`src/rtl/pllsr_defs.svh`:
```
// register offsets, field positions, reset values and timing counts of the synthesizer port
`ifndef PLLSR_DEFS_SVH
`define PLLSR_DEFS_SVH

// ****************************************************************
// serial frame layout: read flag, 6-bit address, 24-bit data, MSB first
// ****************************************************************
`define PLLSR_FRAME_BITS 31
`define PLLSR_HDR_BITS 7
`define PLLSR_ADDR_W 6
`define PLLSR_DATA_W 24

// ****************************************************************
// host register offsets
// ****************************************************************
`define PLLSR_REG_INDIRECT 6'h05
`define PLLSR_REG_PHASE_ERR 6'h11
`define PLLSR_REG_OUT_LOCK 6'h12
`define PLLSR_REG_SELF_TEST 6'h13

// ****************************************************************
// status register reset values and field positions
// ****************************************************************
`define PLLSR_PHASE_ERR_RST 24'h007FFF
`define PLLSR_OUT_LOCK_RST 24'h000000
`define PLLSR_SELF_TEST_RST 24'h000000
`define PLLSR_PE_POL_BIT 19
`define PLLSR_GPO_BIT 0
`define PLLSR_LOCK_BIT 1
`define PLLSR_ST_RUN_BIT 16
`define PLLSR_ST_SIG_EXPECTED 16'h1259

// ****************************************************************
// indirect word fields
// ****************************************************************
`define PLLSR_IND_ID_LSB 0
`define PLLSR_IND_SUB_LSB 3
`define PLLSR_IND_DATA_LSB 7
`define PLLSR_OSC_ID 3'h0

// ****************************************************************
// oscillator subregisters and reset values
// ****************************************************************
`define PLLSR_OSC_TUNING 4'h0
`define PLLSR_OSC_ENABLES 4'h1
`define PLLSR_OSC_BIASES 4'h2
`define PLLSR_OSC_CONFIG 4'h3
`define PLLSR_TUNING_RST 9'h020
`define PLLSR_ENABLES_RST 9'h01F
`define PLLSR_RF_RATIO_RST 6'h01
`define PLLSR_CFG_MANUAL_BIT 2

// ****************************************************************
// timing: serial clock made by the host from the core clock
// ****************************************************************
`define PLLSR_CORE_PERIOD_NS 8
`define PLLSR_SCK_PERIOD_NS 80
`define PLLSR_SCK_HALF_CYC ((`PLLSR_SCK_PERIOD_NS / 2) / `PLLSR_CORE_PERIOD_NS)

`endif

```
`src/rtl/pllsr_if.sv`:
```
// serial link between host controller and synthesizer register bank
`timescale 1ns/1ps
`default_nettype none
interface pllsr_if;
    logic sck;
    logic sen;
    logic sdi;
    logic sdo_drv;
    logic sdo_oe_n;
    logic sdo;

    // a weak pull holds the data-out wire low while the device does not drive it
    assign sdo = sdo_oe_n ? 1'b0 : sdo_drv;

    modport device (input sck, input sen, input sdi, output sdo_drv, output sdo_oe_n);
    modport host (output sck, output sen, output sdi, input sdo);
endinterface
`default_nettype wire

```
`src/rtl/pllsr_device.sv`:
```
// synthesizer end: status registers, indirect oscillator access and block enables
`include "pllsr_defs.svh"
`timescale 1ns/1ps
`default_nettype none
module pllsr_device (
    // clock and reset
    input wire logic core_clk,
    input wire logic rst_n,
    // serial link
    pllsr_if.device link,
    // loop status from the analog side
    input wire logic [18:0] phase_error_magnitude,
    input wire logic phase_error_polarity,
    input wire logic gpo_level,
    input wire logic lock_detect,
    input wire logic [15:0] self_test_signature,
    input wire logic self_test_running,
    // oscillator controls
    output logic cal_voltage_select,
    output logic [7:0] oscillator_sub_band,
    output logic osc_core_en,
    output logic pll_buf_en,
    output logic rf_buf_en,
    output logic div1_en,
    output logic rf_div_en,
    output logic rf_mute,
    // self-test verdict
    output logic self_test_pass
);
    // ****************************************************************
    // pin synchronisation and edge detection
    // ****************************************************************
    logic sck_s;
    logic sen_s;
    logic sdi_s;
    logic sck_q;
    logic sen_q;

    pllsr_sync #(.W(3)) u_sync (
        .core_clk(core_clk),
        .rst_n(rst_n),
        .d({link.sck, link.sen, link.sdi}),
        .q({sck_s, sen_s, sdi_s})
    );

    // previous synchronised levels for edge finding
    always_ff @(posedge core_clk or negedge rst_n) begin
        if (!rst_n) begin
            sck_q <= 1'b0;
            sen_q <= 1'b0;
        end else begin
            sck_q <= sck_s;
            sen_q <= sen_s;
        end
    end

    logic sck_rise;
    logic sck_fall;
    logic frame_end;
    assign sck_rise = sck_s & ~sck_q;
    assign sck_fall = ~sck_s & sck_q;
    assign frame_end = sen_q & ~sen_s;

    // ****************************************************************
    // frame receiver
    // ****************************************************************
    logic [4:0] bit_cnt_q;
    logic [30:0] shift_in_q;

    // bits are taken on the rising serial clock; count saturates at a full frame
    always_ff @(posedge core_clk or negedge rst_n) begin
        if (!rst_n) begin
            bit_cnt_q <= 5'h00;
            shift_in_q <= '0;
        end else if (!sen_s) begin
            bit_cnt_q <= 5'h00;
        end else if (sck_rise) begin
            shift_in_q <= {shift_in_q[29:0], sdi_s};
            if (bit_cnt_q != 5'(`PLLSR_FRAME_BITS)) begin
                bit_cnt_q <= bit_cnt_q + 5'h01;
            end
        end
    end

    // header is the first seven bits; once the frame is full it sits above the data
    logic hdr_read;
    logic [5:0] hdr_addr;
    logic frame_full;
    logic [23:0] frame_data;
    assign hdr_read = (bit_cnt_q == 5'(`PLLSR_HDR_BITS)) ? shift_in_q[6] : shift_in_q[30];
    assign hdr_addr = shift_in_q[29:24];
    assign frame_full = (bit_cnt_q == 5'(`PLLSR_FRAME_BITS));
    assign frame_data = shift_in_q[23:0];

    // ****************************************************************
    // status registers: sampled every cycle, never written by the host
    // ****************************************************************
    logic [23:0] phase_err_q;
    logic [23:0] out_lock_q;
    logic [23:0] self_test_q;

    // capture from the loop; no host path reaches these flops
    always_ff @(posedge core_clk or negedge rst_n) begin
        if (!rst_n) begin
            phase_err_q <= `PLLSR_PHASE_ERR_RST;
            out_lock_q <= `PLLSR_OUT_LOCK_RST;
            self_test_q <= `PLLSR_SELF_TEST_RST;
        end else begin
            phase_err_q <= {4'h0, phase_error_polarity, phase_error_magnitude};
            out_lock_q <= {22'h000000, lock_detect, gpo_level};
            self_test_q <= {7'h00, self_test_running, self_test_signature};
        end
    end

    // verdict only once the run is over, so a half-built signature never passes
    always_ff @(posedge core_clk or negedge rst_n) begin
        if (!rst_n) begin
            self_test_pass <= 1'b0;
        end else begin
            self_test_pass <= ~self_test_q[`PLLSR_ST_RUN_BIT]
                & (self_test_q[15:0] == `PLLSR_ST_SIG_EXPECTED);
        end
    end

    // ****************************************************************
    // read path: data goes out on the falling serial clock
    // ****************************************************************
    logic [23:0] read_word;
    logic [23:0] shift_out_q;

    // indirect register is write-only and reads as zero, like unmapped offsets
    always_comb begin
        case (shift_in_q[5:0])
            `PLLSR_REG_PHASE_ERR: read_word = phase_err_q;
            `PLLSR_REG_OUT_LOCK: read_word = out_lock_q;
            `PLLSR_REG_SELF_TEST: read_word = self_test_q;
            default: read_word = 24'h000000;
        endcase
    end

    // load after the header, then shift once per falling edge
    always_ff @(posedge core_clk or negedge rst_n) begin
        if (!rst_n) begin
            shift_out_q <= '0;
            link.sdo_oe_n <= 1'b1;
        end else if (!sen_s) begin
            link.sdo_oe_n <= 1'b1;
        end else if (sck_fall) begin
            // the read flag is only in bit 6 right after the header; the drive enable keeps it
            if (bit_cnt_q == 5'(`PLLSR_HDR_BITS) && hdr_read) begin
                shift_out_q <= read_word;
                link.sdo_oe_n <= 1'b0;
            end else if (!link.sdo_oe_n) begin
                shift_out_q <= {shift_out_q[22:0], 1'b0};
            end
        end
    end

    assign link.sdo_drv = shift_out_q[23];

    // ****************************************************************
    // indirect oscillator access
    // ****************************************************************
    logic commit;
    logic [2:0] ind_id;
    logic [3:0] ind_sub;
    logic [8:0] ind_data;
    // only a whole write frame to the indirect register reaches the subsystem
    assign commit = frame_end & frame_full & ~hdr_read
        & (hdr_addr == `PLLSR_REG_INDIRECT);
    assign ind_id = frame_data[`PLLSR_IND_ID_LSB +: 3];
    assign ind_sub = frame_data[`PLLSR_IND_SUB_LSB +: 4];
    assign ind_data = frame_data[`PLLSR_IND_DATA_LSB +: 9];

    logic [8:0] tuning_q;
    logic [8:0] enables_q;
    logic [5:0] rf_ratio_q;
    logic manual_q;

    // whole subregister replaced on every write, since nothing can be read back
    always_ff @(posedge core_clk or negedge rst_n) begin
        if (!rst_n) begin
            tuning_q <= `PLLSR_TUNING_RST;
            enables_q <= `PLLSR_ENABLES_RST;
            rf_ratio_q <= `PLLSR_RF_RATIO_RST;
            manual_q <= 1'b0;
        end else if (commit && ind_id == `PLLSR_OSC_ID) begin
            case (ind_sub)
                `PLLSR_OSC_TUNING: tuning_q <= ind_data;
                `PLLSR_OSC_ENABLES: enables_q <= ind_data;
                `PLLSR_OSC_BIASES: rf_ratio_q <= ind_data[5:0];
                `PLLSR_OSC_CONFIG: manual_q <= ind_data[`PLLSR_CFG_MANUAL_BIT];
                default: manual_q <= manual_q;
            endcase
        end
    end

    // ****************************************************************
    // block enables
    // ****************************************************************
    logic master;
    logic auto_buf;
    logic auto_div1;
    logic auto_div;
    assign master = enables_q[0];
    // automatic mode follows the divide ratio: 0 mutes, 1 is undivided, more divides
    assign auto_buf = (rf_ratio_q != 6'h00);
    assign auto_div1 = (rf_ratio_q == 6'h01);
    assign auto_div = (rf_ratio_q > 6'h01);

    // outputs registered so the analog controls never glitch; bits 8:5 unused
    always_ff @(posedge core_clk or negedge rst_n) begin
        if (!rst_n) begin
            cal_voltage_select <= 1'b0;
            oscillator_sub_band <= 8'h10;
            osc_core_en <= 1'b0;
            pll_buf_en <= 1'b0;
            rf_buf_en <= 1'b0;
            div1_en <= 1'b0;
            rf_div_en <= 1'b0;
            rf_mute <= 1'b1;
        end else begin
            cal_voltage_select <= tuning_q[0];
            oscillator_sub_band <= tuning_q[8:1];
            osc_core_en <= master;
            if (manual_q) begin
                pll_buf_en <= master & enables_q[1];
                rf_buf_en <= master & enables_q[2];
                div1_en <= master & enables_q[3];
                rf_div_en <= master & enables_q[4];
                rf_mute <= ~(master & enables_q[2]);
            end else begin
                pll_buf_en <= master;
                rf_buf_en <= master & auto_buf;
                div1_en <= master & auto_div1;
                rf_div_en <= master & auto_div;
                rf_mute <= ~(master & auto_buf);
            end
        end
    end
endmodule
`default_nettype wire

```
`src/rtl/pllsr_sync.sv`:
```
// two flip-flop synchroniser for pin inputs
`timescale 1ns/1ps
`default_nettype none
module pllsr_sync #(
    parameter int W = 1
) (
    // clock and reset
    input wire logic core_clk,
    input wire logic rst_n,
    // asynchronous in, synchronised out
    input wire logic [W-1:0] d,
    output logic [W-1:0] q
);
    logic [W-1:0] meta_q;

    // first stage feeds only the second stage
    always_ff @(posedge core_clk or negedge rst_n) begin
        if (!rst_n) begin
            meta_q <= '0;
            q <= '0;
        end else begin
            meta_q <= d;
            q <= meta_q;
        end
    end
endmodule
`default_nettype wire

```
`src/flat_wrapper.sv`:
```
// flat-port wrapper written by rule: the top's interface ports become plain ports
module pllsr_device_flat 
  (core_clk, rst_n, phase_error_magnitude, phase_error_polarity, gpo_level, lock_detect, self_test_signature, self_test_running, cal_voltage_select, oscillator_sub_band, osc_core_en, pll_buf_en, rf_buf_en, div1_en, rf_div_en, rf_mute, self_test_pass, link_sck, link_sen, link_sdi, link_sdo_drv, link_sdo_oe_n);
  pllsr_if link_i ();
  input wire logic core_clk;
  input wire logic rst_n;
  input wire logic [18:0] phase_error_magnitude;
  input wire logic phase_error_polarity;
  input wire logic gpo_level;
  input wire logic lock_detect;
  input wire logic [15:0] self_test_signature;
  input wire logic self_test_running;
  output logic cal_voltage_select;
  output logic [7:0] oscillator_sub_band;
  output logic osc_core_en;
  output logic pll_buf_en;
  output logic rf_buf_en;
  output logic div1_en;
  output logic rf_div_en;
  output logic rf_mute;
  output logic self_test_pass;
  input wire logic [$bits(link_i.sck)-1:0] link_sck;
  input wire logic [$bits(link_i.sen)-1:0] link_sen;
  input wire logic [$bits(link_i.sdi)-1:0] link_sdi;
  output wire logic [$bits(link_i.sdo_drv)-1:0] link_sdo_drv;
  output wire logic [$bits(link_i.sdo_oe_n)-1:0] link_sdo_oe_n;
  assign link_i.sck = link_sck;
  assign link_i.sen = link_sen;
  assign link_i.sdi = link_sdi;
  assign link_sdo_drv = link_i.sdo_drv;
  assign link_sdo_oe_n = link_i.sdo_oe_n;
  pllsr_device u_core (.core_clk(core_clk), .rst_n(rst_n), .link(link_i), .phase_error_magnitude(phase_error_magnitude), .phase_error_polarity(phase_error_polarity), .gpo_level(gpo_level), .lock_detect(lock_detect), .self_test_signature(self_test_signature), .self_test_running(self_test_running), .cal_voltage_select(cal_voltage_select), .oscillator_sub_band(oscillator_sub_band), .osc_core_en(osc_core_en), .pll_buf_en(pll_buf_en), .rf_buf_en(rf_buf_en), .div1_en(div1_en), .rf_div_en(rf_div_en), .rf_mute(rf_mute), .self_test_pass(self_test_pass));
endmodule
```
`config.mk`:
```
export PLATFORM = sky130hd
export DESIGN_NAME = pllsr_device_flat
export DESIGN_NICKNAME = d
export VERILOG_FILES = /design/src/rtl/pllsr_if.sv /design/src/rtl/pllsr_device.sv /design/src/rtl/pllsr_sync.sv /design/src/flat_wrapper.sv
export VERILOG_INCLUDE_DIRS = /design/src /design/src/rtl
export SDC_FILE = /design/constraint.sdc
export NUM_CORES = 1
export LEC_CHECK = 0
export BUFFER_PORTS_ARGS = -buffer_cell sky130_fd_sc_hd__buf_2
export CELL_PAD_IN_SITES_DETAIL_PLACEMENT = 0
export CELL_PAD_IN_SITES_GLOBAL_PLACEMENT = 1
export CORE_MARGIN = 1
export CORE_UTILIZATION = 35
export DETAILED_ROUTE_END_ITERATION = 16
export GPL_ROUTABILITY_DRIVEN = 0
export GPL_TIMING_DRIVEN = 0
export PLACE_DENSITY = 0.6
export SETUP_SLACK_MARGIN = 0.3
export SYNTH_ARGS = -nofsm -noshare
export SYNTH_HDL_FRONTEND = slang
export SYNTH_SLANG_ARGS = --single-unit
```
`constraint.sdc`:
```
create_clock -name core_clk -period 5.7 [get_ports core_clk]
set_input_delay 0.855 -clock core_clk [delete_from_list [all_inputs] [get_ports core_clk]]
set_output_delay 0.855 -clock core_clk [all_outputs]
set_load 0.02 [all_outputs]
```
==> results.tsv <==
metric	value	unit
ys_async_sr_fraction	100	%
startpoint_type	flip-flop	
reg2reg_slack	3400	ps
p_sw	0.000550	W
syn_area	5450	um2
area_growth_syn_to_layout	21.0	%
chipWidth	127	um
rows	45	
cts_resized	0	
dpl.hpwl	6640	um
routedWlPerCell	14.6	um
overflow	0	
viasPerCell	4.80	
routed_wl	9580	um
hp-class	flip-flop to flip-flop	
postPlaceCellArea	6020	um2
crit_start	u_core.bit_cnt_q[0]$_DFFE_PN0P_	
p_leak	3.12	nW
detail-route-antenna-nets	0	
period_needed	2300	ps
clk_latency	410	ps
cts.path.max_buffers	2	
synth_edf_count	0	
drtIter0Drc	170	
arrival	2600	ps
cts_buffers	17	
avgSynthCellArea	14.5	um2
peakVddDrop	227	uV
syn_nets	422	
dieArea	16100	um2
netSwitchingFraction	23.4	%
final-hold-violation-count	0	
drc_errors	0	
synth_flop_cell	dfrtp_1	
cts_tree	yes	
path_clk_slew	60	ps
die_h	127	um
yosysWarnings	0	
core	15200	um2
port_buffers	61	
timing.rr.end	u_core.bit_cnt_q[2]$_DFFE_PN0P_	
status	complete, no violations	
finClkSkew	12.3	ps
slew_headroom	45.8	%
nets	503	
max_freq	435	MHz
seqPwrFrac	48.0	%
fin_ws	3400	ps
antenna_cells	0	
worst_slew_pin_slew	812	ps
worstSetupEndpointType	flip-flop	
power_frac_clock	45.0	%
rr_startpoint	u_core.bit_cnt_q[0]$_DFFE_PN0P_	
ios	62	
grt_pass1_vias	3370	
maxCapViolCount	0	
ys_ff_latch	145	
post_cts_buffers	0	
cts.sinks	145	
h-tree-depth	4	
num_vias	3158	
grt_use_total	13.8	%
reg2regPathDepth	7	
crit_path_end	u_core.bit_cnt_q[2]$_DFFE_PN0P_	
path_class	flip-flop to flip-flop	
antenna_found_initial	0	
finalSetupTns	0	ps
crit_fanout	5	
cts_root_buf	clkbuf_16	
post-route-period-util	40.3	%
hp-start	u_core.u_sync.meta_q[2]$_DFF_PN0_	
fin_area	6600	um2
cts_hold_buf	0	
syn_inst	376	
yosysSeqAreaShare	67.1	%
drive_gt1_share	38.7	%
internal_power	0.00180	W
dr.pass1.iters	4	
synth_cell_types	46	
rsz0062_at_grt	no	
grt_max_degree	83	
pre_cts_slack	3400	ps
worstPathRequired	6000	ps
powerDensity	356	nW/um2
slew_viol_final	0	
grt_first_pass_wirelength	16800	um
finalSetupViolations	0	
p_comb_share	7.0	%
start_util	35.9	%
## layout make-up
type                       count  area (um2)
buffer                        15        60.1
sequential                   145        3660
tap                          188         235
clock inverter                12         134
fill                        1412        8610
inverter                       6        22.5
multi-input combinational    210        1710
clock buffer                  20         437
timing repair buffer          62         339
## power by group through the flow
| stage | clock [W] | sequential (W) | combinational (W) |
|---|---|---|---|
| after CTS | 0.00109 | 0.00113 | 0.000169 |
| final | 0.00106 | 0.00113 | 0.000163 |
| after global routing | 0.00115 | 0.00113 | 0.000183 |
| after global placement | 0 | 0.00114 | 0.000163 |
| after detailed placement | 0 | 0.00115 | 0.000169 |
| after floorplan | 0 | 0.00113 | 0.000108 |
## how the worst min path moves through the flow
stage,slack [ps],cells past startpoint,end
after global routing,360,0,u_core.u_sync.q[2]$_DFF_PN0_
after detailed placement,340,0,u_core.u_sync.q[1]$_DFF_PN0_
after CTS,350,0,u_core.u_sync.q[2]$_DFF_PN0_
after global placement,340,0,u_core.u_sync.q[2]$_DFF_PN0_
final,350,0,u_core.u_sync.q[2]$_DFF_PN0_
after floorplan,330,0,u_core.u_sync.q[0]$_DFF_PN0_
## per-stage QoR
step	utilization, %	hold WS, ps	instances	power, W
finish	43.4	348	658	0.00235
CTS	43.4	350	658	0.00239
global route	43.4	360	658	0.00247
global placement	39.4	342	625	0.00131
floorplan	-	331	376	0.00124
detailed placement	39.6	341	626	0.00131
## routing by layer
metal	GRT usage, %	up-vias	wire (um)
li1	-	1506	-
met5	0	-	0
met2	20.7	44	4550
met4	5.67	0	76
met1	18.1	1604	4620
met3	4.93	4	331
## cell families after synthesis
kind of cell / Yosys count / synth area share [%]
DFF: 145 / 67.1
and+or+nand+nor: 80 / 9.00
muxes: 70 / 14.1
AOI/OAI and AO/OA: 55 / 7.32
buffers and inverters: 21 / 1.52
xor gates and xnor gates: 3 / 0.482
adders and majority gates: 2 / 0.459
## flip-flops by register name (all words and copies together) (netlist names), 2 cells and up
| register | cells |
|---|---|
| u_core.shift_in_q | 31 |
| u_core.shift_out_q | 24 |
| u_core.phase_err_q | 20 |
| u_core.self_test_q | 17 |
| u_core.tuning_q | 9 |
| u_core.oscillator_sub_band | 8 |
| u_core.rf_ratio_q | 6 |
| u_core.bit_cnt_q | 5 |
| u_core.enables_q | 5 |
| u_core.u_sync.meta_q | 3 |
| u_core.u_sync.q | 3 |
| u_core.out_lock_q | 2 |
## worst max-delay path, stage by stage, from the launching register on
cell	delay (ps)
dfrtp_1	410
ha_1	230
and3_1	190
ha_1	230
nor3b_1	690
nand2_1	150
xnor2_1	150
and2_1	150
## cell usage after synthesis, drive strengths merged, types with 3 or more instances
master	instances	area, um2
a22o	5	43.8
and2	3	18.8
buf	5	22.5
clkbuf	10	37.5
dfrtp	120	3000
dfstp	25	657
inv	6	22.5
mux2	53	597
mux2i	17	170
nand2	6	22.5
nand4	4	46.3
nor2	42	158
nor3b	4	30.0
nor4	5	76.3
nor4b	3	41.3
o21ai	22	110
o22a	18	158
## cells in the final DEF, fill, tap and decap left out, drive strengths merged, types with 2 or more instances in the layout
cell type and n:
ha 2, nor3 2, a22o 5, clkinvlp 5, nand3 2, nand2 6, o21ai 22, bufinv 2
dfstp 25, clkinv 3, nor2 42, a21oi 2, nor3b 4, nor4b 3, mux2 53, and2 3
inv 8, mux2i 17, buf 67, and4bb 2, clkbuf 30, o22a 18, nor4 5, dfrtp 120
nand4 4, xnor2 2
No activity file was read; power rests on OpenSTA's default activity.
